`src/rtl/ilpc_pkg.sv`:
```
/*
  Shared constants for the interleaved LVDS pin control block: widths,
  synchroniser pin positions, configuration bit layout and reset values.
  Assumes nothing beyond a SystemVerilog compiler.
*/
package ilpc_pkg;
  localparam int SAMPLE_W   = 16;
  localparam int PAIR_N     = SAMPLE_W / 2;
  localparam int CONV_W     = SAMPLE_W + 1;
  localparam int WORD_W     = SAMPLE_W + 1;
  localparam int OVR_BIT    = SAMPLE_W;
  localparam int FIFO_DEPTH = 16;

  // Positions of the asynchronous pins in the synchroniser vector
  localparam int PIN_EXT   = 0;
  localparam int PIN_DITH  = 1;
  localparam int PIN_SWING = 2;
  localparam int PIN_LVDS  = 3;
  localparam int PIN_POWER_DOWN_PIN  = 4;
  localparam int PIN_OEN   = 5;
  localparam int PIN_CSN   = 6;
  localparam int PIN_SCLK  = 7;
  localparam int PIN_SDIO  = 8;
  localparam int PIN_SYNC  = 9;
  localparam int PIN_SLAVE = 10;
  localparam int PIN_SMP   = 11;
  localparam int PIN_N     = 12;
  // Active-low pins rest high so reset does not look like a select
  localparam logic [PIN_N-1:0] PINS_RESET = 12'h060;

  // Serial configuration byte layout
  localparam int CFG_W          = 8;
  localparam int CFG_DITHER_BIT = 0;
  localparam int CFG_SWING_BIT  = 1;
  localparam int CFG_LVDS_BIT   = 2;
  localparam int CFG_FORMAT_BIT = 3;
  localparam int CFG_DCS_BIT    = 4;
  localparam int CFG_STBY_BIT   = 5;
  localparam logic [CFG_W-1:0] CFG_RESET = 8'h00;
  localparam logic [3:0]       BITS_FULL = 4'h8;

  // Full-scale limits of the converted value and saturated codes
  localparam logic signed [CONV_W-1:0] FS_MAX = 17'sh07FFF;
  localparam logic signed [CONV_W-1:0] FS_MIN = 17'sh18000;
  localparam logic [SAMPLE_W-1:0]      SAT_POS = 16'h7FFF;
  localparam logic [SAMPLE_W-1:0]      SAT_NEG = 16'h8000;

  typedef enum logic [1:0] {
    ILPC_PH_IDLE = 2'b00,
    ILPC_PH_LOW  = 2'b01,
    ILPC_PH_HIGH = 2'b10
  } ilpc_phase_t;
endpackage

```
`src/rtl/ilpc_stream_if.sv`:
```
/*
  Valid/ready word stream between the pin control top and its FIFO.
  Assumes both ends run on the same clock.
*/
`timescale 1ns/1ps
`default_nettype none
interface ilpc_stream_if #(
  parameter int W = 17
);
  logic         valid;
  logic         ready;
  logic [W-1:0] data;
  modport src (output valid, output data, input ready);
  modport snk (input valid, input data, output ready);
endinterface
`default_nettype wire

```
`src/rtl/ilpc_fifo.sv`:
```
/*
  Word FIFO with registered read data, valid/ready on both sides.
  Assumes one clock and an asynchronous active-low reset.
*/
`timescale 1ns/1ps
`default_nettype none
module ilpc_fifo #(
  parameter int W     = 17,
  parameter int DEPTH = 16
) (
  input  wire logic   clk_i,
  input  wire logic   rst_n_i,
  ilpc_stream_if.snk  wr,
  ilpc_stream_if.src  rd
);
  localparam int AW = $clog2(DEPTH);

  typedef struct packed {
    logic [DEPTH-1:0][W-1:0] mem;
    logic [AW-1:0]           wptr;
    logic [AW-1:0]           rptr;
    logic [AW:0]             cnt;
    logic                    out_valid;
    logic [W-1:0]            out_data;
  } ilpc_fifo_st_t;

  ilpc_fifo_st_t q;
  ilpc_fifo_st_t d;
  logic          push;
  logic          pop;

  assign wr.ready = (q.cnt != (AW+1)'(DEPTH));
  assign rd.valid = q.out_valid;
  assign rd.data  = q.out_data;

  always_comb begin
    d    = q;
    push = wr.valid && wr.ready;
    // Refill the output register when it is empty or being taken
    pop  = (q.cnt != '0) && (!q.out_valid || rd.ready);
    if (rd.ready && q.out_valid) begin
      d.out_valid = 1'b0;
    end
    if (pop) begin
      d.out_valid = 1'b1;
      d.out_data  = q.mem[q.rptr];
      d.rptr      = q.rptr + 1'b1;
    end
    if (push) begin
      d.mem[q.wptr] = wr.data;
      d.wptr        = q.wptr + 1'b1;
    end
    d.cnt = q.cnt + (AW+1)'(push) - (AW+1)'(pop);
  end

  always_ff @(posedge clk_i or negedge rst_n_i) begin
    if (!rst_n_i) begin
      q <= '0;
    end else begin
      q <= d;
    end
  end
endmodule
`default_nettype wire

```
`src/rtl/ilpc_top.sv`:
```
/*
  Pin control and interleaved LVDS output port of a 16-bit converter.
  Assumes every pin input is asynchronous to MCLK_I and is synchronised here;
  the converter sample clock arrives on SAMPLE_CLK_I and is edge-detected;
  CONV_I/CONV_VALID_I come from logic on MCLK_I.
*/
`timescale 1ns/1ps
`default_nettype none
// Behaviour
// - External mode: dither pin high turns dither on; serial mode uses serial setting.
// - External mode: reduced swing pin high selects reduced swing outputs.
// - External mode: LVDS select pin high selects LVDS signalling over CMOS.
// - External mode: power-down pin asserted forces power-down.
// - Serial mode: power-down pin means power-down or standby per held setting.
// - Outputs driven only while output enable low; high disables them.
// - Serial clock and data ignored while chip select high.
// - Serial clock pin clocks serial port; in external mode it selects format.
// - Serial data pin carries port data; in external mode selects stabilizer.
// - Sync input acts only in slave mode.
// - Eight pairs carry two adjacent bits; lowest pair carries bits 0 and 1.
// - Highest pair carries bits 14 and 15, ascending order across pairs.
// - Data clock driven as a differential pair beside the data pairs.
module ilpc_top #(
  parameter int FIFO_DEPTH = ilpc_pkg::FIFO_DEPTH
) (
  input  wire logic                          MCLK_I,
  input  wire logic                          NRST_I,
  input  wire logic                          EXT_PIN_MODE_I,
  input  wire logic                          SLAVE_MODE_I,
  input  wire logic                          DITHER_SELECT_I,
  input  wire logic                          REDUCED_SWING_SELECT_I,
  input  wire logic                          LVDS_SELECT_I,
  input  wire logic                          POWER_DOWN_PIN_I,
  input  wire logic                          OUTPUT_ENABLE_N_I,
  input  wire logic                          CHIP_SELECT_N_I,
  input  wire logic                          SERIAL_CLOCK_FORMAT_SELECT_I,
  input  wire logic                          SERIAL_IO_STABILIZER_SELECT_I,
  output logic                               SERIAL_IO_STABILIZER_SELECT_O,
  output logic                               SERIAL_IO_STABILIZER_SELECT_OE_O,
  input  wire logic                          SYNC_I,
  input  wire logic                          SAMPLE_CLK_I,
  input  wire logic [ilpc_pkg::CONV_W-1:0]   CONV_I,
  input  wire logic                          CONV_VALID_I,
  output logic                               CONV_READY_O,
  output logic [ilpc_pkg::PAIR_N-1:0]        DATA_PAIR_P_O,
  output logic [ilpc_pkg::PAIR_N-1:0]        DATA_PAIR_N_O,
  output logic                               DATA_CLOCK_OUT_P_O,
  output logic                               DATA_CLOCK_OUT_N_O,
  output logic                               OVERRANGE_FLAG_P_O,
  output logic                               OVERRANGE_FLAG_N_O,
  output logic                               DRIVE_EN_O,
  output logic                               DITHER_EN_O,
  output logic                               REDUCED_SWING_O,
  output logic                               LVDS_MODE_O,
  output logic                               DATA_FORMAT_SELECT_O,
  output logic                               DUTY_CYCLE_STABILIZER_O,
  output logic                               POWER_DOWN_O,
  output logic                               STANDBY_O,
  output logic                               SYNC_SEEN_O
);
  typedef struct packed {
    logic [ilpc_pkg::PIN_N-1:0]  s1;
    logic [ilpc_pkg::PIN_N-1:0]  s2;
    logic [ilpc_pkg::PIN_N-1:0]  s3;
    logic [ilpc_pkg::CFG_W-1:0]  cfg;
    logic [ilpc_pkg::CFG_W-1:0]  shreg;
    logic [ilpc_pkg::CFG_W-1:0]  outsh;
    logic [3:0]                  bitcnt;
    logic                        sio_o;
    logic                        sio_oe;
    logic                        stage_valid;
    logic [ilpc_pkg::WORD_W-1:0] stage_word;
    logic                        ready;
    logic [ilpc_pkg::WORD_W-1:0] word;
    ilpc_pkg::ilpc_phase_t       phase;
    logic [ilpc_pkg::PAIR_N-1:0] pair_p;
    logic [ilpc_pkg::PAIR_N-1:0] pair_n;
    logic                        dco_p;
    logic                        dco_n;
    logic                        or_p;
    logic                        or_n;
    logic                        drv_en;
    logic                        dither;
    logic                        swing;
    logic                        lvds;
    logic                        fmt;
    logic                        duty_cycle_stabilizer;
    logic                        power_down_pin;
    logic                        stby;
    logic                        sync_seen;
  } ilpc_top_st_t;

  ilpc_top_st_t               q;
  ilpc_top_st_t               d;
  logic [ilpc_pkg::PIN_N-1:0] pin_raw;
  logic                       ext;
  logic                       sclk_rise;
  logic                       sclk_fall;
  logic                       cs_rise;
  logic                       smp_rise;
  logic                       smp_fall;
  logic                       sync_ev;
  logic                       accept;
  logic                       off;
  logic [ilpc_pkg::PAIR_N-1:0] lvl;

  ilpc_stream_if #(.W(ilpc_pkg::WORD_W)) fin ();
  ilpc_stream_if #(.W(ilpc_pkg::WORD_W)) fout ();

  ilpc_fifo #(.W(ilpc_pkg::WORD_W), .DEPTH(FIFO_DEPTH)) u_fifo (
    .clk_i   (MCLK_I),
    .rst_n_i (NRST_I),
    .wr      (fin.snk),
    .rd      (fout.src)
  );

  // Saturate to the 16-bit range, then apply offset binary or twos complement
  function automatic logic [ilpc_pkg::SAMPLE_W-1:0] fmt_word(
    input logic signed [ilpc_pkg::CONV_W-1:0] v,
    input logic                               twos
  );
    logic [ilpc_pkg::SAMPLE_W-1:0] s;
    if (v > ilpc_pkg::FS_MAX) begin
      s = ilpc_pkg::SAT_POS;
    end else if (v < ilpc_pkg::FS_MIN) begin
      s = ilpc_pkg::SAT_NEG;
    end else begin
      s = v[ilpc_pkg::SAMPLE_W-1:0];
    end
    return twos ? s : {~s[ilpc_pkg::SAMPLE_W-1], s[ilpc_pkg::SAMPLE_W-2:0]};
  endfunction

  function automatic logic over_fs(input logic signed [ilpc_pkg::CONV_W-1:0] v);
    return (v > ilpc_pkg::FS_MAX) || (v < ilpc_pkg::FS_MIN);
  endfunction

  assign pin_raw = {SAMPLE_CLK_I, SLAVE_MODE_I, SYNC_I, SERIAL_IO_STABILIZER_SELECT_I,
                    SERIAL_CLOCK_FORMAT_SELECT_I, CHIP_SELECT_N_I, OUTPUT_ENABLE_N_I,
                    POWER_DOWN_PIN_I, LVDS_SELECT_I, REDUCED_SWING_SELECT_I,
                    DITHER_SELECT_I, EXT_PIN_MODE_I};

  // Edge detectors look only at the second and third stages
  assign ext       = q.s2[ilpc_pkg::PIN_EXT];
  assign sclk_rise = q.s2[ilpc_pkg::PIN_SCLK] && !q.s3[ilpc_pkg::PIN_SCLK];
  assign sclk_fall = !q.s2[ilpc_pkg::PIN_SCLK] && q.s3[ilpc_pkg::PIN_SCLK];
  assign cs_rise   = q.s2[ilpc_pkg::PIN_CSN] && !q.s3[ilpc_pkg::PIN_CSN];
  assign smp_rise  = q.s2[ilpc_pkg::PIN_SMP] && !q.s3[ilpc_pkg::PIN_SMP];
  assign smp_fall  = !q.s2[ilpc_pkg::PIN_SMP] && q.s3[ilpc_pkg::PIN_SMP];
  assign sync_ev   = q.s2[ilpc_pkg::PIN_SYNC] && !q.s3[ilpc_pkg::PIN_SYNC]
                     && q.s2[ilpc_pkg::PIN_SLAVE];
  assign accept    = CONV_VALID_I && q.ready;

  assign fin.valid  = q.stage_valid;
  assign fin.data   = q.stage_word;
  // The serialiser takes one word per sample clock period
  assign fout.ready = smp_rise;

  always_comb begin
    d    = q;
    d.s1 = pin_raw;
    d.s2 = q.s1;
    d.s3 = q.s2;
    lvl  = '0;

    // Serial port: shifting frozen while chip select is high; count and readback clear, a full byte commits on its rise
    if (!ext && !q.s2[ilpc_pkg::PIN_CSN]) begin
      if (sclk_rise && q.bitcnt != ilpc_pkg::BITS_FULL) begin
        d.shreg  = {q.shreg[ilpc_pkg::CFG_W-2:0], q.s2[ilpc_pkg::PIN_SDIO]};
        d.bitcnt = q.bitcnt + 4'h1;
      end
      // After a full byte the pin turns round and returns the old setting
      if (sclk_fall && q.bitcnt == ilpc_pkg::BITS_FULL) begin
        d.sio_oe = 1'b1;
        d.sio_o  = q.outsh[ilpc_pkg::CFG_W-1];
        d.outsh  = {q.outsh[ilpc_pkg::CFG_W-2:0], 1'b0};
      end
    end else begin
      if (!ext && cs_rise && q.bitcnt == ilpc_pkg::BITS_FULL) begin
        d.cfg = q.shreg;
      end
      d.bitcnt = '0;
      d.sio_oe = 1'b0;
      d.sio_o  = 1'b0;
      d.outsh  = q.cfg;
    end

    d.dither = ext ? q.s2[ilpc_pkg::PIN_DITH]  : q.cfg[ilpc_pkg::CFG_DITHER_BIT];
    d.swing  = ext ? q.s2[ilpc_pkg::PIN_SWING] : q.cfg[ilpc_pkg::CFG_SWING_BIT];
    d.lvds   = ext ? q.s2[ilpc_pkg::PIN_LVDS]  : q.cfg[ilpc_pkg::CFG_LVDS_BIT];
    d.fmt    = ext ? q.s2[ilpc_pkg::PIN_SCLK]  : q.cfg[ilpc_pkg::CFG_FORMAT_BIT];
    d.duty_cycle_stabilizer    = ext ? q.s2[ilpc_pkg::PIN_SDIO]  : q.cfg[ilpc_pkg::CFG_DCS_BIT];
    d.power_down_pin   = q.s2[ilpc_pkg::PIN_POWER_DOWN_PIN]
               && (ext || !q.cfg[ilpc_pkg::CFG_STBY_BIT]);
    d.stby   = q.s2[ilpc_pkg::PIN_POWER_DOWN_PIN] && !ext && q.cfg[ilpc_pkg::CFG_STBY_BIT];
    off      = d.power_down_pin || d.stby;
    d.drv_en = !q.s2[ilpc_pkg::PIN_OEN] && !off;

    // Capture stage; ready is registered so it halves throughput, which the
    // sample clock period leaves plenty of room for
    if (fin.valid && fin.ready) begin
      d.stage_valid = 1'b0;
    end
    if (accept) begin
      d.stage_valid = 1'b1;
      d.stage_word  = {over_fs(CONV_I), fmt_word(CONV_I, q.fmt)};
    end
    d.ready = !d.stage_valid && !off;

    // Serialiser: an empty FIFO repeats the previous word
    if (smp_rise) begin
      d.phase = ilpc_pkg::ILPC_PH_LOW;
      if (fout.valid) begin
        d.word = fout.data;
      end
    end else if (smp_fall && q.phase == ilpc_pkg::ILPC_PH_LOW) begin
      d.phase = ilpc_pkg::ILPC_PH_HIGH;
    end
    d.sync_seen = sync_ev;
    if (sync_ev) begin
      d.phase = ilpc_pkg::ILPC_PH_IDLE;
    end

    for (int i = 0; i < ilpc_pkg::PAIR_N; i++) begin
      case (d.phase)
        ilpc_pkg::ILPC_PH_HIGH: lvl[i] = d.word[2*i+1];
        ilpc_pkg::ILPC_PH_LOW:  lvl[i] = d.word[2*i];
        default:                lvl[i] = d.word[2*i];
      endcase
    end
    d.pair_p = d.drv_en ? lvl : '0;
    d.pair_n = d.drv_en ? ~lvl : '0;
    d.dco_p  = d.drv_en && (d.phase == ilpc_pkg::ILPC_PH_LOW);
    d.dco_n  = d.drv_en && (d.phase != ilpc_pkg::ILPC_PH_LOW);
    d.or_p   = d.drv_en && d.word[ilpc_pkg::OVR_BIT];
    d.or_n   = d.drv_en && !d.word[ilpc_pkg::OVR_BIT];
  end

  always_ff @(posedge MCLK_I or negedge NRST_I) begin
    if (!NRST_I) begin
      q     <= '0;
      q.s1  <= ilpc_pkg::PINS_RESET;
      q.s2  <= ilpc_pkg::PINS_RESET;
      q.s3  <= ilpc_pkg::PINS_RESET;
      q.cfg <= ilpc_pkg::CFG_RESET;
    end else begin
      q <= d;
    end
  end

  assign SERIAL_IO_STABILIZER_SELECT_O    = q.sio_o;
  assign SERIAL_IO_STABILIZER_SELECT_OE_O = q.sio_oe;
  assign CONV_READY_O            = q.ready;
  assign DATA_PAIR_P_O           = q.pair_p;
  assign DATA_PAIR_N_O           = q.pair_n;
  assign DATA_CLOCK_OUT_P_O      = q.dco_p;
  assign DATA_CLOCK_OUT_N_O      = q.dco_n;
  assign OVERRANGE_FLAG_P_O      = q.or_p;
  assign OVERRANGE_FLAG_N_O      = q.or_n;
  assign DRIVE_EN_O              = q.drv_en;
  assign DITHER_EN_O             = q.dither;
  assign REDUCED_SWING_O         = q.swing;
  assign LVDS_MODE_O             = q.lvds;
  assign DATA_FORMAT_SELECT_O    = q.fmt;
  assign DUTY_CYCLE_STABILIZER_O = q.duty_cycle_stabilizer;
  assign POWER_DOWN_O            = q.power_down_pin;
  assign STANDBY_O               = q.stby;
  assign SYNC_SEEN_O             = q.sync_seen;
endmodule
`default_nettype wire

```
`config.mk`:
```
export PLATFORM = sky130hd
export DESIGN_NAME = ilpc_top
export DESIGN_NICKNAME = d
export VERILOG_FILES = /design/src/rtl/ilpc_pkg.sv /design/src/rtl/ilpc_stream_if.sv /design/src/rtl/ilpc_fifo.sv /design/src/rtl/ilpc_top.sv
export SDC_FILE = /design/constraint.sdc
export NUM_CORES = 1
export LEC_CHECK = 0
export BUFFER_PORTS_ARGS = -buffer_cell sky130_fd_sc_hd__buf_2
export CORE_ASPECT_RATIO = 1.5
export CORE_MARGIN = 2
export CORE_UTILIZATION = 30
export CTS_CLUSTER_SIZE = 12
export DETAILED_ROUTE_END_ITERATION = 8
export PLACE_DENSITY = 0.52
export SYNTH_ARGS = -nofsm -noshare
export SYNTH_HDL_FRONTEND = slang
export SYNTH_SLANG_ARGS = --single-unit
```
`constraint.sdc`:
```
create_clock -name MCLK_I -period 2.7 [get_ports MCLK_I]
set_input_delay 0.54 -clock MCLK_I [delete_from_list [all_inputs] [get_ports MCLK_I]]
set_output_delay 0.54 -clock MCLK_I [all_outputs]
set_load 0.03 [all_outputs]
```
==> impl_metrics.py, run 1 <==
metrics = {
    "hold_path": {
        "holdCritPathClass": "primary input to flip-flop",
    },
    "timing": {
        "period_needed_ns": 2.47,
        "finalSetupViolations": 0,
        "hold_viol": 0,
        "clock_skew_ns": 0.0271,
        "maxSlewViolCount": 0,
        "clock.fmax_mhz": 405,
        "finalCritPeriodShare_pct": 91.4,
        "rsz0062_at_grt": "no",
        "max_slew_margin_pct": 55.3,
        "worstMarginPinSlew_ns": 0.670,
        "setup_tns_ns": 0,
    },
    "cts": {
        "htreeDepth": 2,
        "clk_path_buf_depth": 3,
        "clockRootBuffer": "clkbuf_16",
        "clk_pin_slew_worst_paths_ns": 0.07,
        "cts_buffers": 45,
        "cts_tree": "built",
        "postCtsSetupRepairBufs": 0,
        "cts_sinks": 428,
        "worstSkewPairLatency_ns": 0.59,
    },
    "power": {
        "vdd_drop_max_v": 0.000478,
        "p_leak_nw": 9.73,
        "powerDensity_mw_per_mm2": 1060,
    },
    "finish": {
        "syn2layout_area_growth_pct": 13.4,
        "layout_common_cells": "421 x dfrtp_1, 329 x mux2_2, 68 x mux4_2, 62 x buf_2, 45 x clkbuf_16",
        "final_common_cell": "dfrtp_1",
        "final_area_mm2": 0.0213,
        "diodes": 0,
        "multi_input_area_mm2": 0.00743,
        "nets": 1301,
        "seq_area_mm2": 0.0107,
        "fillCellCount": 5933,
        "layout-drive-gt1-share_pct": 47.1,
    },
    "drt": {
        "viasPerCell": 4.77,
        "wl_per_cell_um": 20.0,
        "dr_total_vias": 9951,
        "first_pass_iters": 4,
        "routed_wl_mm": 41.8,
        "drcViolationCount": 0,
        "detail-route-antenna-nets": 0,
        "drtIter0Drc": 262,
    },
    "synth": {
        "netlist_instances": 1216,
        "synth_async_sr_flop_share_pct": 100,
        "yosys-top-cells-area": "dfrtp_1 56%, mux2_2 20%, mux4_2 8.1%",
        "ys_types": 50,
        "ys_warn_count": 0,
        "synth-main-ff-cell": "dfrtp_1",
        "syn_area_mm2": 0.0188,
        "syn_avg_cell_area_um2": 15.5,
        "synth_seq_cells": 428,
        "synth_edf_count": 0,
        "syn-num-nets": 1262,
        "yosys.area.top_type_share_pct": 56.3,
        "yosysTopAreaCell": "dfrtp_1",
        "synth-seq-area-share_pct": 57.0,
    },
    "worst_setup_path": {
        "start_kind": "flip-flop",
        "crit_family": "adder cells",
        "criticalPathCategory": "flip-flop to flip-flop",
        "cp_num_buf_inv": 4,
        "worstPathRequired_ns": 3.20,
        "r2r_slack_ns": 0.23,
        "path_cells": "inv_1 -> ha_1 -> nor4b_4 -> a21oi_4 -> ha_1 -> inv_1 -> ha_1 -> inv_1 -> fa_1 -> inv_1 -> a21oi_1 -> o21bai_1 -> xnor2_1",
        "worstPathArrival_ns": 2.97,
        "critPathMaxStageDelay_ns": 0.42,
        "end_kind": "flip-flop",
        "cp_max_fo": 3,
        "crit_slowest_cell": "fa_1",
        "path_common_cell": "inv_1",
    },
    "floorplan": {
        "rows": 112,
        "fp.dieW_um": 208,
        "core_mm2": 0.0621,
        "initial_core_util_pct": 30.3,
        "ios": 64,
        "fp.dieH_um": 311,
        "fp.dieArea_mm2": 0.0648,
    },
    "grt": {
        "antenna_found_initial": 0,
        "grt_pass1_wl_mm": 66.6,
        "grt_pass1_vias": 10905,
        "grt_start_max_net_pins": 76,
        "track_usage_pct": 13.3,
        "overflow": 0,
    },
    "placed_design": {
        "routabilityCongestion": 0.699,
        "hpwl_mm": 26.3,
        "place.port_buffers": 63,
        "postPlaceCellArea_mm2": 0.0199,
    },
    "status": {
        "outcome": "finished clean",
    },
    "flow_run": {
        "maxCapViolations": 0,
    },
}
[sequential cells by signal (all words and copies together), names as in the netlist, 8 cells and up]
name,count
DATA_PAIR_N_O,8
DATA_PAIR_P_O,8
d,24
fin.data,17
q,51
u_fifo.q,285
u_fifo.rd.data,17
[layout make-up]
class	count	area share, %
Clock buffer	70	6.19
Sequential cell	428	50.3
Multi-Input combinational cell	671	34.9
Inverter	18	0.317
Clock inverter	9	0.569
Timing Repair Buffer	91	3.11
Tap cell	798	4.68
[routing by layer]
metal | vias up | global-route usage, % | wire length (um)
met3 | 48 | 2.48 | 1610
met2 | 136 | 23.3 | 21400
met1 | 5280 | 16.6 | 18000
met5 | - | 0 | 0
met4 | 0 | 3.66 | 802
li1 | 4487 | - | -
[cell families (layout without fill, tap and decap cells)]
| logic type | count (synthesis) | after routing | share of synthesized area, % |
|---|---|---|---|
| flops | 428 | 428 | 57.0 |
| simple gates | 116 | 116 | 4.10 |
| mux | 435 | 435 | 30.4 |
| compound gates | 75 | 75 | 2.30 |
| fa+ha+maj | 30 | 30 | 1.82 |
| buf+inv | 117 | 188 | 3.72 |
| xor+xnor | 15 | 15 | 0.698 |
[cells in the mapped netlist (2+ instances only)]
master / count
nand4_2: 2
nand2b_1: 3
dfrtp_1: 423
clkbuf_1: 39
mux2i_1: 16
ha_1: 13
dfstp_2: 5
mux2_1: 2
buf_2: 12
nand3_4: 12
buf_1: 3
a21oi_1: 24
mux4_2: 68
nand2_1: 40
inv_1: 17
nand3_1: 3
buf_6: 17
nand4_4: 2
xnor2_1: 10
or2_2: 3
maj3_1: 16
nor2b_1: 5
o22ai_1: 34
xor2_1: 5
nor3_1: 2
mux2_4: 20
buf_4: 27
nand4_1: 3
nor2_1: 30
o21ai_0: 12
mux2_2: 329
[path summary, 6_finish.rpt]
kind | from | end | cells after the start
max | u_fifo.q[20] | u_fifo.q[22] | 13
min | EXT_PIN_MODE_I | d[109] | 1
max reg2reg | u_fifo.q[20] | u_fifo.q[22] | 13
min reg2reg | d[112] | d[100] | 0
max in group asynchronous | NRST_I | d[114] | 3
min in group asynchronous | NRST_I | q[44] | 2
[worst reg2reg max path, stage by stage (launching register included)]
cell and delay (ns):
dfrtp_1 0.38, inv_1 0.09, ha_1 0.19, nor4b_4 0.30
a21oi_4 0.05, ha_1 0.29, inv_1 0.05, ha_1 0.15
inv_1 0.06, fa_1 0.42, inv_1 0.08, a21oi_1 0.06
o21bai_1 0.15, xnor2_1 0.13
[power breakdown]
part	leakage, nW	total [mW]	switching [mW]	internal [mW]
clock network	0.706	6.13	2.58	3.55
logic	3.50	6.55	2.85	3.70
registers	5.53	10.0	1.46	8.55
[stage by stage]
step | hold WS [ns] | power (mW) | instances | util, % | setup slack (ns)
6_report | 0.0652 | 22.7 | 2085 | 34.4 | 0.231
5_1_grt | 0.0316 | 24.1 | 2085 | 34.4 | 0.0422
4_1_cts | 0.0239 | 23.1 | 2085 | 34.3 | 0.134
3_5_place_dp | 0.336 | 16.8 | 2005 | 32.0 | 0.152
3_3_place_gp | 0.332 | 16.6 | 2005 | 32.0 | 0.175
2_1_floorplan | 0.244 | 14.9 | 1216 | - | 0.0426
[repair_timing]
item                       CTS  global route
hold endpoints to repair    65             0
setup endpoints to repair    0             1
hold buffers                 1             0
gates resized for setup      0             1
Note: power is estimated with default switching activity, not from simulation.
==> run 2: changes to the inputs <==
BUFFER_PORTS_ARGS = -buffer_cell sky130_fd_sc_hd__buf_4   (was -buffer_cell sky130_fd_sc_hd__buf_2)
==> impl_metrics.py, run 2 (synthesis results as in run 1) <==
metrics = {
    "status": {
        "outcome": "finished clean",
    },
    "finish": {
        "final_common_cell": "dfrtp_1",
        "diodes": 0,
        "layout_common_cells": "421 x dfrtp_1, 329 x mux2_2, 78 x buf_4, 68 x mux4_2, 47 x clkbuf_16",
        "syn2layout_area_growth_pct": 14.8,
        "fillCellCount": 5967,
        "largest_reg_flops": 285,
        "nets": 1303,
        "largest_register": "u_fifo.q",
        "layout-drive-gt1-share_pct": 47.3,
    },
    "drt": {
        "wl_per_cell_um": 19.8,
        "drcViolationCount": 0,
        "drtIter0Drc": 312,
        "dr_total_vias": 9886,
        "routed_wl_mm": 41.2,
        "first_pass_iters": 4,
        "detail-route-antenna-nets": 0,
        "viasPerCell": 4.74,
    },
    "grt": {
        "overflow": 0,
        "track_usage_pct": 13.2,
        "grt_pass1_wl_mm": 66.5,
        "grt_pass1_vias": 11029,
        "grt_start_max_net_pins": 81,
        "antenna_found_initial": 0,
    },
    "floorplan": {
        "fp.dieW_um": 208,
        "fp.dieH_um": 311,
        "rows": 112,
        "fp.dieArea_mm2": 0.0648,
        "core_mm2": 0.0621,
        "ios": 64,
        "initial_core_util_pct": 30.3,
    },
    "worst_setup_path": {
        "regToRegStartpoint": "u_fifo.q[21]",
        "path_common_cell": "inv_1",
        "crit_slowest_cell": "fa_1",
        "end_kind": "flip-flop",
        "cp_max_fo": 3,
        "crit_family": "adder cells",
        "start_kind": "flip-flop",
        "r2r_slack_ns": 0.24,
        "reg2reg_depth": 13,
        "criticalPathCategory": "flip-flop to flip-flop",
        "critPathMaxStageDelay_ns": 0.40,
        "worstPathRequired_ns": 3.20,
        "cp_num_buf_inv": 4,
        "rr_endpoint": "u_fifo.q[22]",
        "worstPathArrival_ns": 2.96,
        "path_cells": "inv_1 -> ha_1 -> nor4b_4 -> a21oi_4 -> ha_1 -> inv_1 -> ha_1 -> inv_1 -> fa_1 -> inv_1 -> a21oi_1 -> o21bai_1 -> xnor2_1",
    },
    "cts": {
        "cts_sinks": 428,
        "clk_path_buf_depth": 3,
        "clk_pin_slew_worst_paths_ns": 0.06,
        "cts_buffers": 45,
        "postCtsSetupRepairBufs": 0,
        "htreeDepth": 2,
        "cts_tree": "built",
        "worstSkewPairLatency_ns": 0.58,
        "clockRootBuffer": "clkbuf_16",
    },
    "timing": {
        "setup_tns_ns": 0,
        "finalSetupViolations": 0,
        "hold_viol": 0,
        "holdWs_ns": 0.0668,
        "finalCritPeriodShare_pct": 91.1,
        "clock.fmax_mhz": 407,
        "worstMarginPinSlew_ns": 0.766,
        "max_slew_margin_pct": 48.8,
        "rsz0062_at_grt": "no",
        "clock_skew_ns": 0.0199,
        "period_needed_ns": 2.46,
        "maxSlewViolCount": 0,
    },
    "placed_design": {
        "routabilityCongestion": 0.691,
        "place.port_buffers": 63,
        "hpwl_mm": 26.7,
    },
    "power": {
        "p_int_mw": 16.2,
        "vdd_drop_max_v": 0.000464,
        "p_leak_nw": 9.82,
        "clkPwrFrac_pct": 27.8,
        "p_comb_share_pct": 28.5,
        "switching_share_pct": 29.6,
        "powerDensity_mw_per_mm2": 1070,
        "finalPower_mw": 23.0,
        "power_switching_mw": 6.82,
        "seq_power_share_pct": 43.7,
    },
    "hold_path": {
        "hold_start": "SERIAL_CLOCK_FORMAT_SELECT_I",
        "holdCritPathClass": "primary input to flip-flop",
        "worstHoldEndpoint": "d[116]",
        "hold_path_depth": 1,
    },
    "flow_run": {
        "maxCapViolations": 0,
    },
}
[run 2: worst register-to-register path: cells and delay by family (launching register included)]
| family | cells | cell delay [ns] |
|---|---|---|
| fa+ha+maj | 4 | 1.03 |
| flops | 1 | 0.38 |
| simple gates | 1 | 0.31 |
| buf+inv | 4 | 0.27 |
| compound gates | 3 | 0.26 |
| xor+xnor | 1 | 0.13 |
[run 2: repair_timing]
item	in CTS	in global routing
endpoints found under the hold margin	63	0
hold buffers	1	0
resized for setup	0	1
setup endpoints to repair	0	1
[run 2: power by group through the flow]
stage	registers [mW]	logic, mW	clock network, mW
floorplan	9.38	5.53	0
global placement	10.1	6.54	0
detailed placement	10.2	6.66	0
CTS	10.1	6.69	6.65
global route	10.4	7.13	6.90
finish	10.1	6.56	6.40
[run 2: layer usage]
metal / part of all wire (%) / global-route usage (%)
met5: 0 / 0
met4: 2.5 / 3.94
met3: 3.7 / 2.44
met2: 51 / 23.3
met1: 43 / 16.5
[run 2: final cells by class]
cell class	count	area, um^2	area share (%)
clock inverter	6	134	0.620
multi-input combinational	671	7430	34.4
clock buffer	70	1370	6.35
timing repair buffer	93	871	4.03
sequential	428	10700	49.6
inverter	18	67.6	0.313
tap	798	998	4.62
[run 2: how the worst max path moves through the flow]
stage	startpoint	slack (ns)	cells past startpoint	end
after floorplan	u_fifo.q[21]	0.04	15	u_fifo.q[22]
after global placement	u_fifo.q[21]	0.18	13	u_fifo.q[22]
after detailed placement	u_fifo.q[21]	0.16	13	u_fifo.q[22]
after CTS	u_fifo.q[21]	0.14	13	u_fifo.q[22]
after global routing	u_fifo.q[21]	0.06	13	u_fifo.q[22]
final	u_fifo.q[21]	0.24	13	u_fifo.q[22]
[run 2: stage by stage]
step,setup WS [ns],utilization [%],instance area (um^2),cells
2_1_floorplan,0.0426,-,18800,1216
3_3_place_gp,0.180,32.3,20100,2007
3_5_place_dp,0.156,32.3,20100,2007
4_1_cts,0.136,34.8,21600,2084
5_1_grt,0.0620,34.8,21600,2084
6_report,0.242,34.8,21600,2084
